==> config.mk <==
export PLATFORM = sky130hd
export DESIGN_NAME = iwd_watchdog
export DESIGN_NICKNAME = d
export VERILOG_FILES = /design/src/iwd_prescaler.v /design/src/iwd_watchdog.v
export VERILOG_INCLUDE_DIRS = /design/src
export SDC_FILE = /design/constraint.sdc
export NUM_CORES = 1
export LEC_CHECK = 0
export CAP_MARGIN = 5
export CORE_MARGIN = 4
export CORE_UTILIZATION = 30
export CTS_CLUSTER_SIZE = 20
export DETAILED_ROUTE_END_ITERATION = 7
export DONT_BUFFER_PORTS = 1
export REMOVE_ABC_BUFFERS = 1
export SYNTH_ARGS = -nofsm -noshare
export SYNTH_HDL_FRONTEND = slang
export SYNTH_SLANG_ARGS = --single-unit
==> constraint.sdc <==
create_clock -name core_clk -period 8 [get_ports core_clk]
set_input_delay 0.8 -clock core_clk [delete_from_list [all_inputs] [get_ports core_clk]]
set_output_delay 0.8 -clock core_clk [all_outputs]
set_load 0.01 [all_outputs]
==> src/iwd_defines.vh <==
/*
 Constants for the independent watchdog: option word field layout,
 register map, timing and state codes.
 Assumes inclusion by bare name from the design files.
*/
`ifndef IWD_DEFINES_VH
`define IWD_DEFINES_VH

// ----------------------------------------------------------------
// Option word field positions
// ----------------------------------------------------------------
`define IWD_OPT_START_BIT      1
`define IWD_OPT_TOPS_LSB       2
`define IWD_OPT_TOPS_MSB       3
`define IWD_OPT_CKS_LSB        4
`define IWD_OPT_CKS_MSB        7
`define IWD_OPT_RPES_LSB       8
`define IWD_OPT_RPES_MSB       9
`define IWD_OPT_RPSS_LSB       10
`define IWD_OPT_RPSS_MSB       11
`define IWD_OPT_RSTIRQ_BIT     12
`define IWD_OPT_STPCTL_BIT     14
`define IWD_OPT_HALF_MSB       15

// ----------------------------------------------------------------
// Register byte addresses (word aligned, 4-bit byte address)
// ----------------------------------------------------------------
`define IWD_ADDR_W             4
`define IWD_ADR_OPTION         4'h0
`define IWD_ADR_REFRESH        4'h4
`define IWD_ADR_STATUS         4'h8
`define IWD_ADR_COUNT          4'hC

// Refresh needs 00h then FFh, so a stray single write never refreshes
`define IWD_KEY_FIRST          8'h00
`define IWD_KEY_SECOND         8'hFF

// Status register bit positions
`define IWD_ST_UNDER_BIT       0
`define IWD_ST_WINERR_BIT      1
`define IWD_ST_RSTCAUSE_BIT    2
`define IWD_ST_RUN_BIT         3

// ----------------------------------------------------------------
// Counter and timing
// ----------------------------------------------------------------
`define IWD_CNT_W              14
`define IWD_PRE_W              8
`define IWD_RESET_PULSE_NS     100
`define IWD_CLK_NS             5
`define IWD_RESET_PULSE_CYC    ((`IWD_RESET_PULSE_NS + `IWD_CLK_NS - 1) / `IWD_CLK_NS)
`define IWD_PULSE_W            6

// ----------------------------------------------------------------
// One-hot states of the watchdog sequencer
// ----------------------------------------------------------------
`define IWD_ST_W               4
`define IWD_S_IDLE             4'h1
`define IWD_S_RUN              4'h2
`define IWD_S_RESET            4'h4
`define IWD_S_NMI              4'h8

`endif

==> src/iwd_prescaler.v <==
/*
 Clock divisor for the watchdog counter: turns the dedicated clock
 (sampled as a pin) into a one-cycle count tick.
 Assumes wdog_clk_tick marks one dedicated clock rising edge.
*/
`timescale 1ns/1ps
`include "iwd_defines.vh"

module iwd_prescaler (
   input  wire                   core_clk,       // System clock
   input  wire                   reset_n,        // Async reset, active low
   input  wire                   clear,          // Restart the divisor phase
   input  wire                   wdog_clk_tick,  // One dedicated clock edge
   input  wire [3:0]             wdog_clock_divisor, // Divisor select code
   output reg                    count_tick      // Tick for the counter
);

   reg [`IWD_PRE_W-1:0]          pre_r;          // Edge counter
   reg [`IWD_PRE_W-1:0]          pre_nxt;
   reg [`IWD_PRE_W-1:0]          limit;          // Edges per tick minus one

   // ---------------------------------------------------------------
   // Divisor decode: 1, 16, 32, 64, 128, 256; other codes act as 1
   // ---------------------------------------------------------------
   always @* begin
      case (wdog_clock_divisor)
         4'h2:    limit = 8'h0F;
         4'h3:    limit = 8'h1F;
         4'h4:    limit = 8'h3F;
         4'hF:    limit = 8'h7F;
         4'h5:    limit = 8'hFF;
         default: limit = 8'h00;
      endcase
   end

   // ---------------------------------------------------------------
   // Divide edges; a tick fires on the last edge of each group
   // ---------------------------------------------------------------
   always @* begin
      pre_nxt = pre_r;
      if (clear) begin
         pre_nxt = 8'h00;
      end else if (wdog_clk_tick) begin
         pre_nxt = (pre_r >= limit) ? 8'h00 : pre_r + 8'h01;
      end
   end

   always @(posedge core_clk or negedge reset_n) begin
      if (!reset_n) begin
         pre_r      <= 8'h00;
         count_tick <= 1'b0;
      end else begin
         pre_r      <= pre_nxt;
         count_tick <= ~clear & wdog_clk_tick & (pre_r >= limit);
      end
   end

endmodule // iwd_prescaler

==> src/iwd_watchdog.v <==
/*
 Independent watchdog with option-word configuration and an
 Avalon-MM slave with waitrequest for software access.
 Assumes the option word is stable once reset_n goes high, the
 dedicated clock is slow against core_clk, and the reset-cause flag
 sits in a domain that the chip reset it requests does not clear.
*/
// Added by the designer: the placing of the registers and the Avalon-MM register port.
// Summary of operation
// - Unrefreshed counter times out, resets chip
// - Refresh outside window counts as error
// - Interrupt mode raises NMI instead of reset
// - Reset mode resets on underflow or window
// - Readable flag shows watchdog caused reset
// - Config from 32-bit option word, low half
// - Auto-start bit1, timeout 3:2, divisor 7:4
// - Window end/start fields; 0%/100% disable
// - Bit 12 reset/NMI, bit 14 standby stop
`timescale 1ns/1ps
`include "iwd_defines.vh"

module iwd_watchdog (
   input  wire                   core_clk,          // System clock, 200 MHz
   input  wire                   reset_n,           // Async reset, active low
   input  wire [31:0]            option_word,       // User-programmed option word
   input  wire                   wdog_clk,          // Dedicated clock, as a pin
   input  wire                   standby,           // Low-power standby request
   input  wire                   cause_clear_n,     // Power-on reset of cause flag
   input  wire [`IWD_ADDR_W-1:0] avs_address,       // Byte address
   input  wire                   avs_read,          // Read strobe
   input  wire                   avs_write,         // Write strobe
   input  wire [31:0]            avs_writedata,     // Write data
   input  wire [3:0]             avs_byteenable,    // Byte lanes
   output reg  [31:0]            avs_readdata,      // Read data
   output reg                    avs_waitrequest,   // Hold-off
   output reg                    chip_reset_req,    // Chip reset request
   output reg                    nmi_req,           // Non-maskable interrupt
   output reg                    wdog_reset_cause   // Last reset was watchdog
);

   // ---------------------------------------------------------------
   // Option word capture
   // ---------------------------------------------------------------
   reg  [15:0]                   opt_r;             // Latched low half-word
   reg                           opt_done_r;        // Capture has happened

   wire                          wdog_auto_start           = opt_r[`IWD_OPT_START_BIT];
   wire [1:0]                    wdog_timeout_select       = opt_r[`IWD_OPT_TOPS_MSB:`IWD_OPT_TOPS_LSB];
   wire [3:0]                    wdog_clock_divisor        = opt_r[`IWD_OPT_CKS_MSB:`IWD_OPT_CKS_LSB];
   wire [1:0]                    wdog_window_end           = opt_r[`IWD_OPT_RPES_MSB:`IWD_OPT_RPES_LSB];
   wire [1:0]                    wdog_window_start         = opt_r[`IWD_OPT_RPSS_MSB:`IWD_OPT_RPSS_LSB];
   wire                          wdog_reset_or_irq_select  = opt_r[`IWD_OPT_RSTIRQ_BIT];
   wire                          wdog_standby_stop_control = opt_r[`IWD_OPT_STPCTL_BIT];

   // Capture after release; async reset may only load constants
   always @(posedge core_clk or negedge reset_n) begin
      if (!reset_n) begin
         opt_r      <= 16'h0000;
         opt_done_r <= 1'b0;
      end else if (!opt_done_r) begin
         opt_r      <= option_word[`IWD_OPT_HALF_MSB:0];
         opt_done_r <= 1'b1;
      end
   end

   // ---------------------------------------------------------------
   // Dedicated clock synchroniser, three stages
   // ---------------------------------------------------------------
   reg                           wclk_s1_r;         // Metastable stage
   reg                           wclk_s2_r;
   reg                           wclk_s3_r;
   reg                           wclk_lvl_r;        // Filtered level
   wire                          wclk_rise = (wclk_s2_r == wclk_s3_r) & wclk_s2_r & ~wclk_lvl_r;

   always @(posedge core_clk or negedge reset_n) begin
      if (!reset_n) begin
         wclk_s1_r  <= 1'b0;
         wclk_s2_r  <= 1'b0;
         wclk_s3_r  <= 1'b0;
         wclk_lvl_r <= 1'b0;
      end else begin
         wclk_s1_r <= wdog_clk;
         wclk_s2_r <= wclk_s1_r;
         wclk_s3_r <= wclk_s2_r;
         if (wclk_s2_r == wclk_s3_r) begin
            wclk_lvl_r <= wclk_s2_r;
         end
      end
   end

   // Standby arrives from outside the clock domain too
   reg                           stby_s1_r;
   reg                           stby_s2_r;
   reg                           stby_s3_r;
   reg                           stby_lvl_r;

   always @(posedge core_clk or negedge reset_n) begin
      if (!reset_n) begin
         stby_s1_r  <= 1'b0;
         stby_s2_r  <= 1'b0;
         stby_s3_r  <= 1'b0;
         stby_lvl_r <= 1'b0;
      end else begin
         stby_s1_r <= standby;
         stby_s2_r <= stby_s1_r;
         stby_s3_r <= stby_s2_r;
         if (stby_s2_r == stby_s3_r) begin
            stby_lvl_r <= stby_s2_r;
         end
      end
   end

   // ---------------------------------------------------------------
   // Sequencer, counter and window
   // ---------------------------------------------------------------
   reg  [`IWD_ST_W-1:0]          state_r;
   reg  [`IWD_ST_W-1:0]          state_nxt;
   reg  [`IWD_CNT_W-1:0]         cnt_r;             // Down counter
   reg  [`IWD_CNT_W-1:0]         cnt_nxt;
   reg  [`IWD_PULSE_W-1:0]       pulse_r;           // Reset pulse length
   reg                           key_armed_r;       // First key seen
   reg                           under_flag_r;      // Sticky underflow
   reg                           winerr_flag_r;     // Sticky window error
   wire                          count_tick;
   wire                          running  = (state_r == `IWD_S_RUN);
   // Stop counting in standby only when the option asks for it
   wire                          halt     = stby_lvl_r & wdog_standby_stop_control;

   // Timeout length in counts: 128, 512, 1024, 2048
   function [`IWD_CNT_W-1:0] tmo_count;
      input [1:0] sel;
      begin
         case (sel)
            2'h0:    tmo_count = 14'h007F;
            2'h1:    tmo_count = 14'h01FF;
            2'h2:    tmo_count = 14'h03FF;
            default: tmo_count = 14'h07FF;
         endcase
      end
   endfunction

   // Window position as a count: 75%, 50%, 25%, 0%/100% of period
   function [`IWD_CNT_W-1:0] win_pos;
      input [1:0]             code;
      input [`IWD_CNT_W-1:0]  full;
      begin
         case (code)
            2'h0:    win_pos = full - (full >> 2);
            2'h1:    win_pos = full >> 1;
            2'h2:    win_pos = full >> 2;
            default: win_pos = 14'h0000;
         endcase
      end
   endfunction

   wire [`IWD_CNT_W-1:0]         tmo_full  = tmo_count(wdog_timeout_select);
   // End code 3 means 0% (no end); start code 3 means 100% (no start)
   wire [`IWD_CNT_W-1:0]         win_end   = win_pos(wdog_window_end, tmo_full);
   wire [`IWD_CNT_W-1:0]         win_begin = (wdog_window_start == 2'h3) ? tmo_full :
                                             win_pos(wdog_window_start, tmo_full);
   // Refresh allowed while counter lies between start and end marks
   wire                          in_window = (cnt_r <= win_begin) & (cnt_r >= win_end);

   // Refresh register write decode, low byte lane required
   wire                          wr_refresh = avs_write & ~avs_waitrequest &
                                              (avs_address == `IWD_ADR_REFRESH) &
                                              avs_byteenable[0];
   wire                          wr_status  = avs_write & ~avs_waitrequest &
                                              (avs_address == `IWD_ADR_STATUS) &
                                              avs_byteenable[0];
   wire                          refresh    = wr_refresh & key_armed_r &
                                              (avs_writedata[7:0] == `IWD_KEY_SECOND);
   wire                          good_ref   = refresh & in_window;
   wire                          bad_ref    = refresh & running & ~in_window;
   wire                          underflow  = running & count_tick & ~halt &
                                              (cnt_r == 14'h0000);
   wire                          err        = underflow | bad_ref;

   iwd_prescaler u_pre (
      .core_clk           (core_clk),
      .reset_n            (reset_n),
      .clear              (~running),
      .wdog_clk_tick      (wclk_rise),
      .wdog_clock_divisor (wdog_clock_divisor),
      .count_tick         (count_tick)
   );

   // Next state: idle until started, run, then react to an error
   always @* begin
      state_nxt = state_r;
      cnt_nxt   = cnt_r;
      case (state_r)
         `IWD_S_IDLE: begin
            // Auto-start, or a first refresh, launches the count
            if (opt_done_r & (wdog_auto_start == 1'b0 | refresh)) begin
               state_nxt = `IWD_S_RUN;
               cnt_nxt   = tmo_full;
            end
         end
         `IWD_S_RUN: begin
            if (err) begin
               state_nxt = wdog_reset_or_irq_select ? `IWD_S_RESET : `IWD_S_NMI;
               cnt_nxt   = tmo_full;
            end else if (good_ref) begin
               cnt_nxt = tmo_full;
            end else if (count_tick & ~halt) begin
               cnt_nxt = cnt_r - 14'h0001;
            end
         end
         `IWD_S_RESET: begin
            state_nxt = `IWD_S_RESET;
         end
         `IWD_S_NMI: begin
            // Counting resumes so a second miss is caught too
            state_nxt = `IWD_S_RUN;
         end
         default: state_nxt = `IWD_S_IDLE;
      endcase
   end

   always @(posedge core_clk or negedge reset_n) begin
      if (!reset_n) begin
         state_r        <= `IWD_S_IDLE;
         cnt_r          <= 14'h0000;
         pulse_r        <= 6'h00;
         chip_reset_req <= 1'b0;
         nmi_req        <= 1'b0;
         key_armed_r    <= 1'b0;
         under_flag_r   <= 1'b0;
         winerr_flag_r  <= 1'b0;
      end else begin
         state_r <= state_nxt;
         cnt_r   <= cnt_nxt;
         // Two-write key sequence; any other refresh register write disarms
         if (wr_refresh) begin
            key_armed_r <= (avs_writedata[7:0] == `IWD_KEY_FIRST);
         end
         // Reset request held a fixed time then waits for chip reset
         if (state_r == `IWD_S_RESET && pulse_r != `IWD_RESET_PULSE_CYC) begin
            pulse_r        <= pulse_r + 6'h01;
            chip_reset_req <= 1'b1;
         end else begin
            chip_reset_req <= 1'b0;
         end
         nmi_req <= (state_nxt == `IWD_S_NMI);
         // Sticky flags: set beats a software clear in the same cycle
         if (underflow) begin
            under_flag_r <= 1'b1;
         end else if (wr_status & avs_writedata[`IWD_ST_UNDER_BIT]) begin
            under_flag_r <= 1'b0;
         end
         if (bad_ref) begin
            winerr_flag_r <= 1'b1;
         end else if (wr_status & avs_writedata[`IWD_ST_WINERR_BIT]) begin
            winerr_flag_r <= 1'b0;
         end
      end
   end

   // ---------------------------------------------------------------
   // Reset cause, cleared by its own power-on reset or a software write of status bit 2
   // ---------------------------------------------------------------
   always @(posedge core_clk or negedge cause_clear_n) begin
      if (!cause_clear_n) begin
         wdog_reset_cause <= 1'b0;
      end else if (state_r == `IWD_S_RESET) begin
         wdog_reset_cause <= 1'b1;
      end else if (wr_status & avs_writedata[`IWD_ST_RSTCAUSE_BIT]) begin
         wdog_reset_cause <= 1'b0;
      end
   end

   // ---------------------------------------------------------------
   // Avalon-MM slave: one wait cycle, answer on the second edge
   // ---------------------------------------------------------------
   reg  [31:0]                   rd_mux;

   always @* begin
      case (avs_address)
         `IWD_ADR_OPTION:  rd_mux = {16'h0000, opt_r};
         `IWD_ADR_STATUS:  rd_mux = {28'h0000000, running, wdog_reset_cause,
                                     winerr_flag_r, under_flag_r};
         `IWD_ADR_COUNT:   rd_mux = {18'h00000, cnt_r};
         default:          rd_mux = 32'h00000000;
      endcase
   end

   always @(posedge core_clk or negedge reset_n) begin
      if (!reset_n) begin
         avs_waitrequest <= 1'b1;
         avs_readdata    <= 32'h00000000;
      end else begin
         // Drop waitrequest for one cycle per request, then re-arm
         avs_waitrequest <= ~((avs_read | avs_write) & avs_waitrequest);
         if (avs_read & avs_waitrequest) begin
            avs_readdata <= rd_mux;
         end
      end
   end

endmodule // iwd_watchdog

==> metrics.md <==
| Metric | Value |
|---|---|
| Yosys warning count | 0 |
| P_sw | 343.7 uW |
| Combinational share of power | 0.219 |
| Via count | 4006 |
| TritonCTS buffer count | 9 |
| Tot Pwr | 1.098 mW |
| Initial Util | 0.3078 |
| Worst Max-Slew Pin Slew | 1.185 ns |
| Post-synth ARST share | 1.000 |
| Post-synth EDFFs | 0 |
| Worst path arrival time | 3.41 ns |
| P_int | 754.6 uW |
| Synth Area in Compound Gates | 0.1790 |
| GR Util met2 | 0.2163 |
| Sink Count | 81 |
| Largest net degree at the start of global routing | 81 |
| RSZ-0062 raised after global routing | false |
| Die height | 138.7 um |
| Netlist Area Pre-Place | 5122 sq um |
| Number of port buffers | 0 |
| CP Max Fanout | 6 |
| Final setup fails | 0 |
| Clock root buffer master | clkbuf_16 |
| Placer Congestion | 0.8385 |
| Met3 Use GR | 0.02759 |
| Bufs on Longest Clock Path | 2 |
| Antenna diodes | 0 |
| Tmin final | 3.170 ns |
| Crit path launch type | flip-flop |
| Die X | 138.7 um |
| Post-synthesis simple-gate area fraction | 0.1678 |
| Number of global-route vias before repair | 3970 |
| DRT iter0 DRCs | 275 |
| Worst EP required | 8.24 ns |
| Power Dens Cells | 199.5 nW/um^2 |
| Drc violations | 0 |
| Top achievable clock speed | 0.3155 GHz |
| Setup CP Type | reg -> reg |
| Clk pwr share | 0.335 |
| DRT Wirelength | 12210 um |
| Post-synthesis mux area share | 0.04787 |
| Congestion Overflow GR | 0 |
| Total global-route track usage | 0.1268 |
| First-pass iteration count of the detailed router | 5 |
| H-tree Lvls | 3 |
| Leakage | 2.341 nW |
| Rows | 47 |
| Switching share of power | 0.3129 |
| Avg Cell Area, Syn | 9.468 sq um |
| Post-synthesis adder-cell area fraction | 0.1290 |
| Post-Synth XOR/XNOR Area | 0.01881 |
| Clock slew at reported path FFs | 0.06 ns |
| Synth Instances | 541 |
| Skew final | 0.007375 ns |
| Met1 usage | 0.1570 |
| Class of the worst hold path | in -> async |
| HPWL Detailed | 9107 um |
| Crit share post-route | 0.3962 |
| Share of cells above drive strength 1 | 0.08905 |
| Core Region | 16640 sq um |
| Reg power frac | 0.447 |
| Antenna violations before repair | 0 |
| Area grow syn2layout | 7.474% |
| CTS tree | built |
| Status | finished clean |
| Sequential share of the synthesized area | 0.3962 |
| GR peak layer | met2 |
| Worst skew pair latency | 0.33 ns |
| First-pass GRT wire length | 20370 um |
| Placed Instance Area | 5248 sq um |
| Largest family of logic cells by synthesized area | compound AO/OA/AOI/OAI gates |
| Max cap viols | 0 |
| Crit end category | flip-flop |
| Vias per cell | 5.278 |
| Synthesized flop and latch total | 81 |
| Antenna viol nets, final | 0 |
| Number of fill cells | 1718 |
| Pins Over Slew Limit | 0 |
| Worst slew margin | 0.2090 |
| Maximum vdd drop | 0.1157 mV |
| Fin. Hold Viols | 0 |
| Die ar. | 19230 sq um |
| Finished Cell Area | 5505 sq um |
| Sum Neg Setup Slack | 0 ns |
| WL/cell | 16.09 um |
| Most used DFF post-synth | dfrtp_1 |
| Final net count | 665 |
| Register area | 2029 sq um |
| Hold_buf cts | 0 |
| Multi-input logic area | 2849 sq um |
| Synth unique cells | 67 |
| Post-cts resize count | 0 |
| # IOs | 115 |
| Setup Buffers After CTS | 0 |
## synthesized netlist by cell type (2+ instances only)
master | instances | area [sq um]
a211oi_1 | 6 | 45.04
a21boi_0 | 2 | 15.01
a21o_1 | 7 | 52.55
a21oi_1 | 24 | 120.1
a22o_1 | 2 | 17.52
a22oi_1 | 17 | 127.6
a2bb2oi_1 | 3 | 26.28
a31oi_1 | 8 | 50.05
and3_1 | 5 | 31.28
buf_2 | 2 | 10.01
buf_4 | 16 | 120.1
buf_6 | 4 | 45.04
clkbuf_1 | 11 | 41.29
conb_1 | 2 | 7.510
dfrtp_1 | 79 | 1977
dfstp_2 | 2 | 52.55
ha_1 | 52 | 650.6
inv_1 | 22 | 82.58
mux2_2 | 20 | 225.2
mux2i_1 | 2 | 20.02
nand2_1 | 53 | 198.9
nand2b_1 | 8 | 50.05
nand3_1 | 21 | 105.1
nand3b_1 | 2 | 15.01
nand4_1 | 6 | 37.54
nor2_1 | 35 | 131.4
nor2b_1 | 5 | 31.28
nor3_1 | 9 | 45.04
nor4_1 | 5 | 31.28
nor4b_1 | 4 | 35.03
o2111ai_1 | 2 | 17.52
o21a_1 | 4 | 30.03
o21ai_0 | 53 | 265.3
o21ai_1 | 2 | 10.01
o311ai_0 | 2 | 17.52
or2_2 | 2 | 12.51
or3_1 | 3 | 18.77
xnor2_1 | 8 | 70.07
xor2_1 | 3 | 26.28
## worst paths after layout
path / to / start / slack [ns] / cells past startpoint
worst max-delay path: nmi_req / opt_r[2] / 4.83 / 13
max in group asynchronous: state_r[0] / reset_n / 7.63 / 0
worst min register to register: wclk_s2_r / wclk_s1_r / 0.35 / 0
worst max register to register: nmi_req / opt_r[2] / 4.83 / 13
min in group core_clk: wclk_s2_r / wclk_s1_r / 0.35 / 0
worst min-delay path: pulse_r[0] / reset_n / 0.16 / 0
## power groups by stage
stage,Sequential [mW],Clock [mW],Combinational [mW]
floorplan,0.478,0,0.190
global placement,0.497,0,0.227
CTS,0.491,0.376,0.241
detailed placement,0.499,0,0.239
global route,0.497,0.400,0.275
finish,0.491,0.368,0.240
## state kept, by name, summed over array words and instances, names as in the netlist
signal            count
wclk_lvl_r            1
wclk_s1_r             1
opt_r                16
avs_readdata         16
stby_s3_r             1
pulse_r               6
opt_done_r            1
under_flag_r          1
wclk_s2_r             1
stby_s2_r             1
wdog_reset_cause      1
key_armed_r           1
state_r               4
u_pre.count_tick      1
chip_reset_req        1
stby_s1_r             1
wclk_s3_r             1
winerr_flag_r         1
u_pre.pre_r           8
stby_lvl_r            1
cnt_r                14
nmi_req               1
avs_waitrequest       1
## worst max-delay path, cell delays in order (launching register included)
cell and delay, ns:
dfrtp_1 0.44, inv_1 0.13, ha_1 0.36, o21ai_0 0.28
a22oi_1 0.12, or2_2 0.30, ha_1 0.28, and2_1 0.17
a221oi_1 0.28, o211ai_1 0.14, a21oi_1 0.14, nor2_1 0.10
o21a_1 0.19, nor3_1 0.14
## kinds of logic after synthesis
group,count (synthesis)
AOI/OAI and AO/OA,146
DFF,81
muxes,22
and+or+nand+nor,169
adders and majority gates,53
buffers and inverters,57
xor gates and xnor gates,11
other,2
## layer usage
layer	part of all wire	up-vias	wire, um
li1	-	1917	-
met1	0.43	1962	5194
met4	0.030	0	366
met3	0.050	25	615
met5	0	-	0
met2	0.49	102	6033
## cell usage in the layout, fill, tap and decap left out, drive strengths merged, types with 9 or more instances in the layout
cell type,Yosys,layout
o21ai,55,55
nor3,9,9
nor2,36,36
nand3,22,22
inv,23,23
nand2,54,54
ha,52,52
clkbuf,11,13
mux2,20,20
a21oi,25,25
conb,2,17
dfrtp,79,79
a22oi,17,17
## per-stage QoR
stage	util	setup slack (ns)	hold slack, ns	instances
floorplan	-	5.241	0.3312	522
CTS	0.3308	4.798	0.1503	759
global placement	0.3153	4.873	0.3402	743
detailed placement	0.3153	4.817	0.3418	743
global route	0.3308	4.521	0.1404	759
finish	0.3308	4.830	0.1622	759
## cell type report
| class | instances | area share |
|---|---|---|
| clock buffer | 13 | 0.04364 |
| clock inverter | 3 | 0.003182 |
| inverter | 23 | 0.01568 |
| multi-input combinational | 418 | 0.5175 |
| sequential | 81 | 0.3686 |
| tap | 220 | 0.05000 |
| timing repair buffer | 1 | 0.001364 |
(Power assumes the default switching activity.)
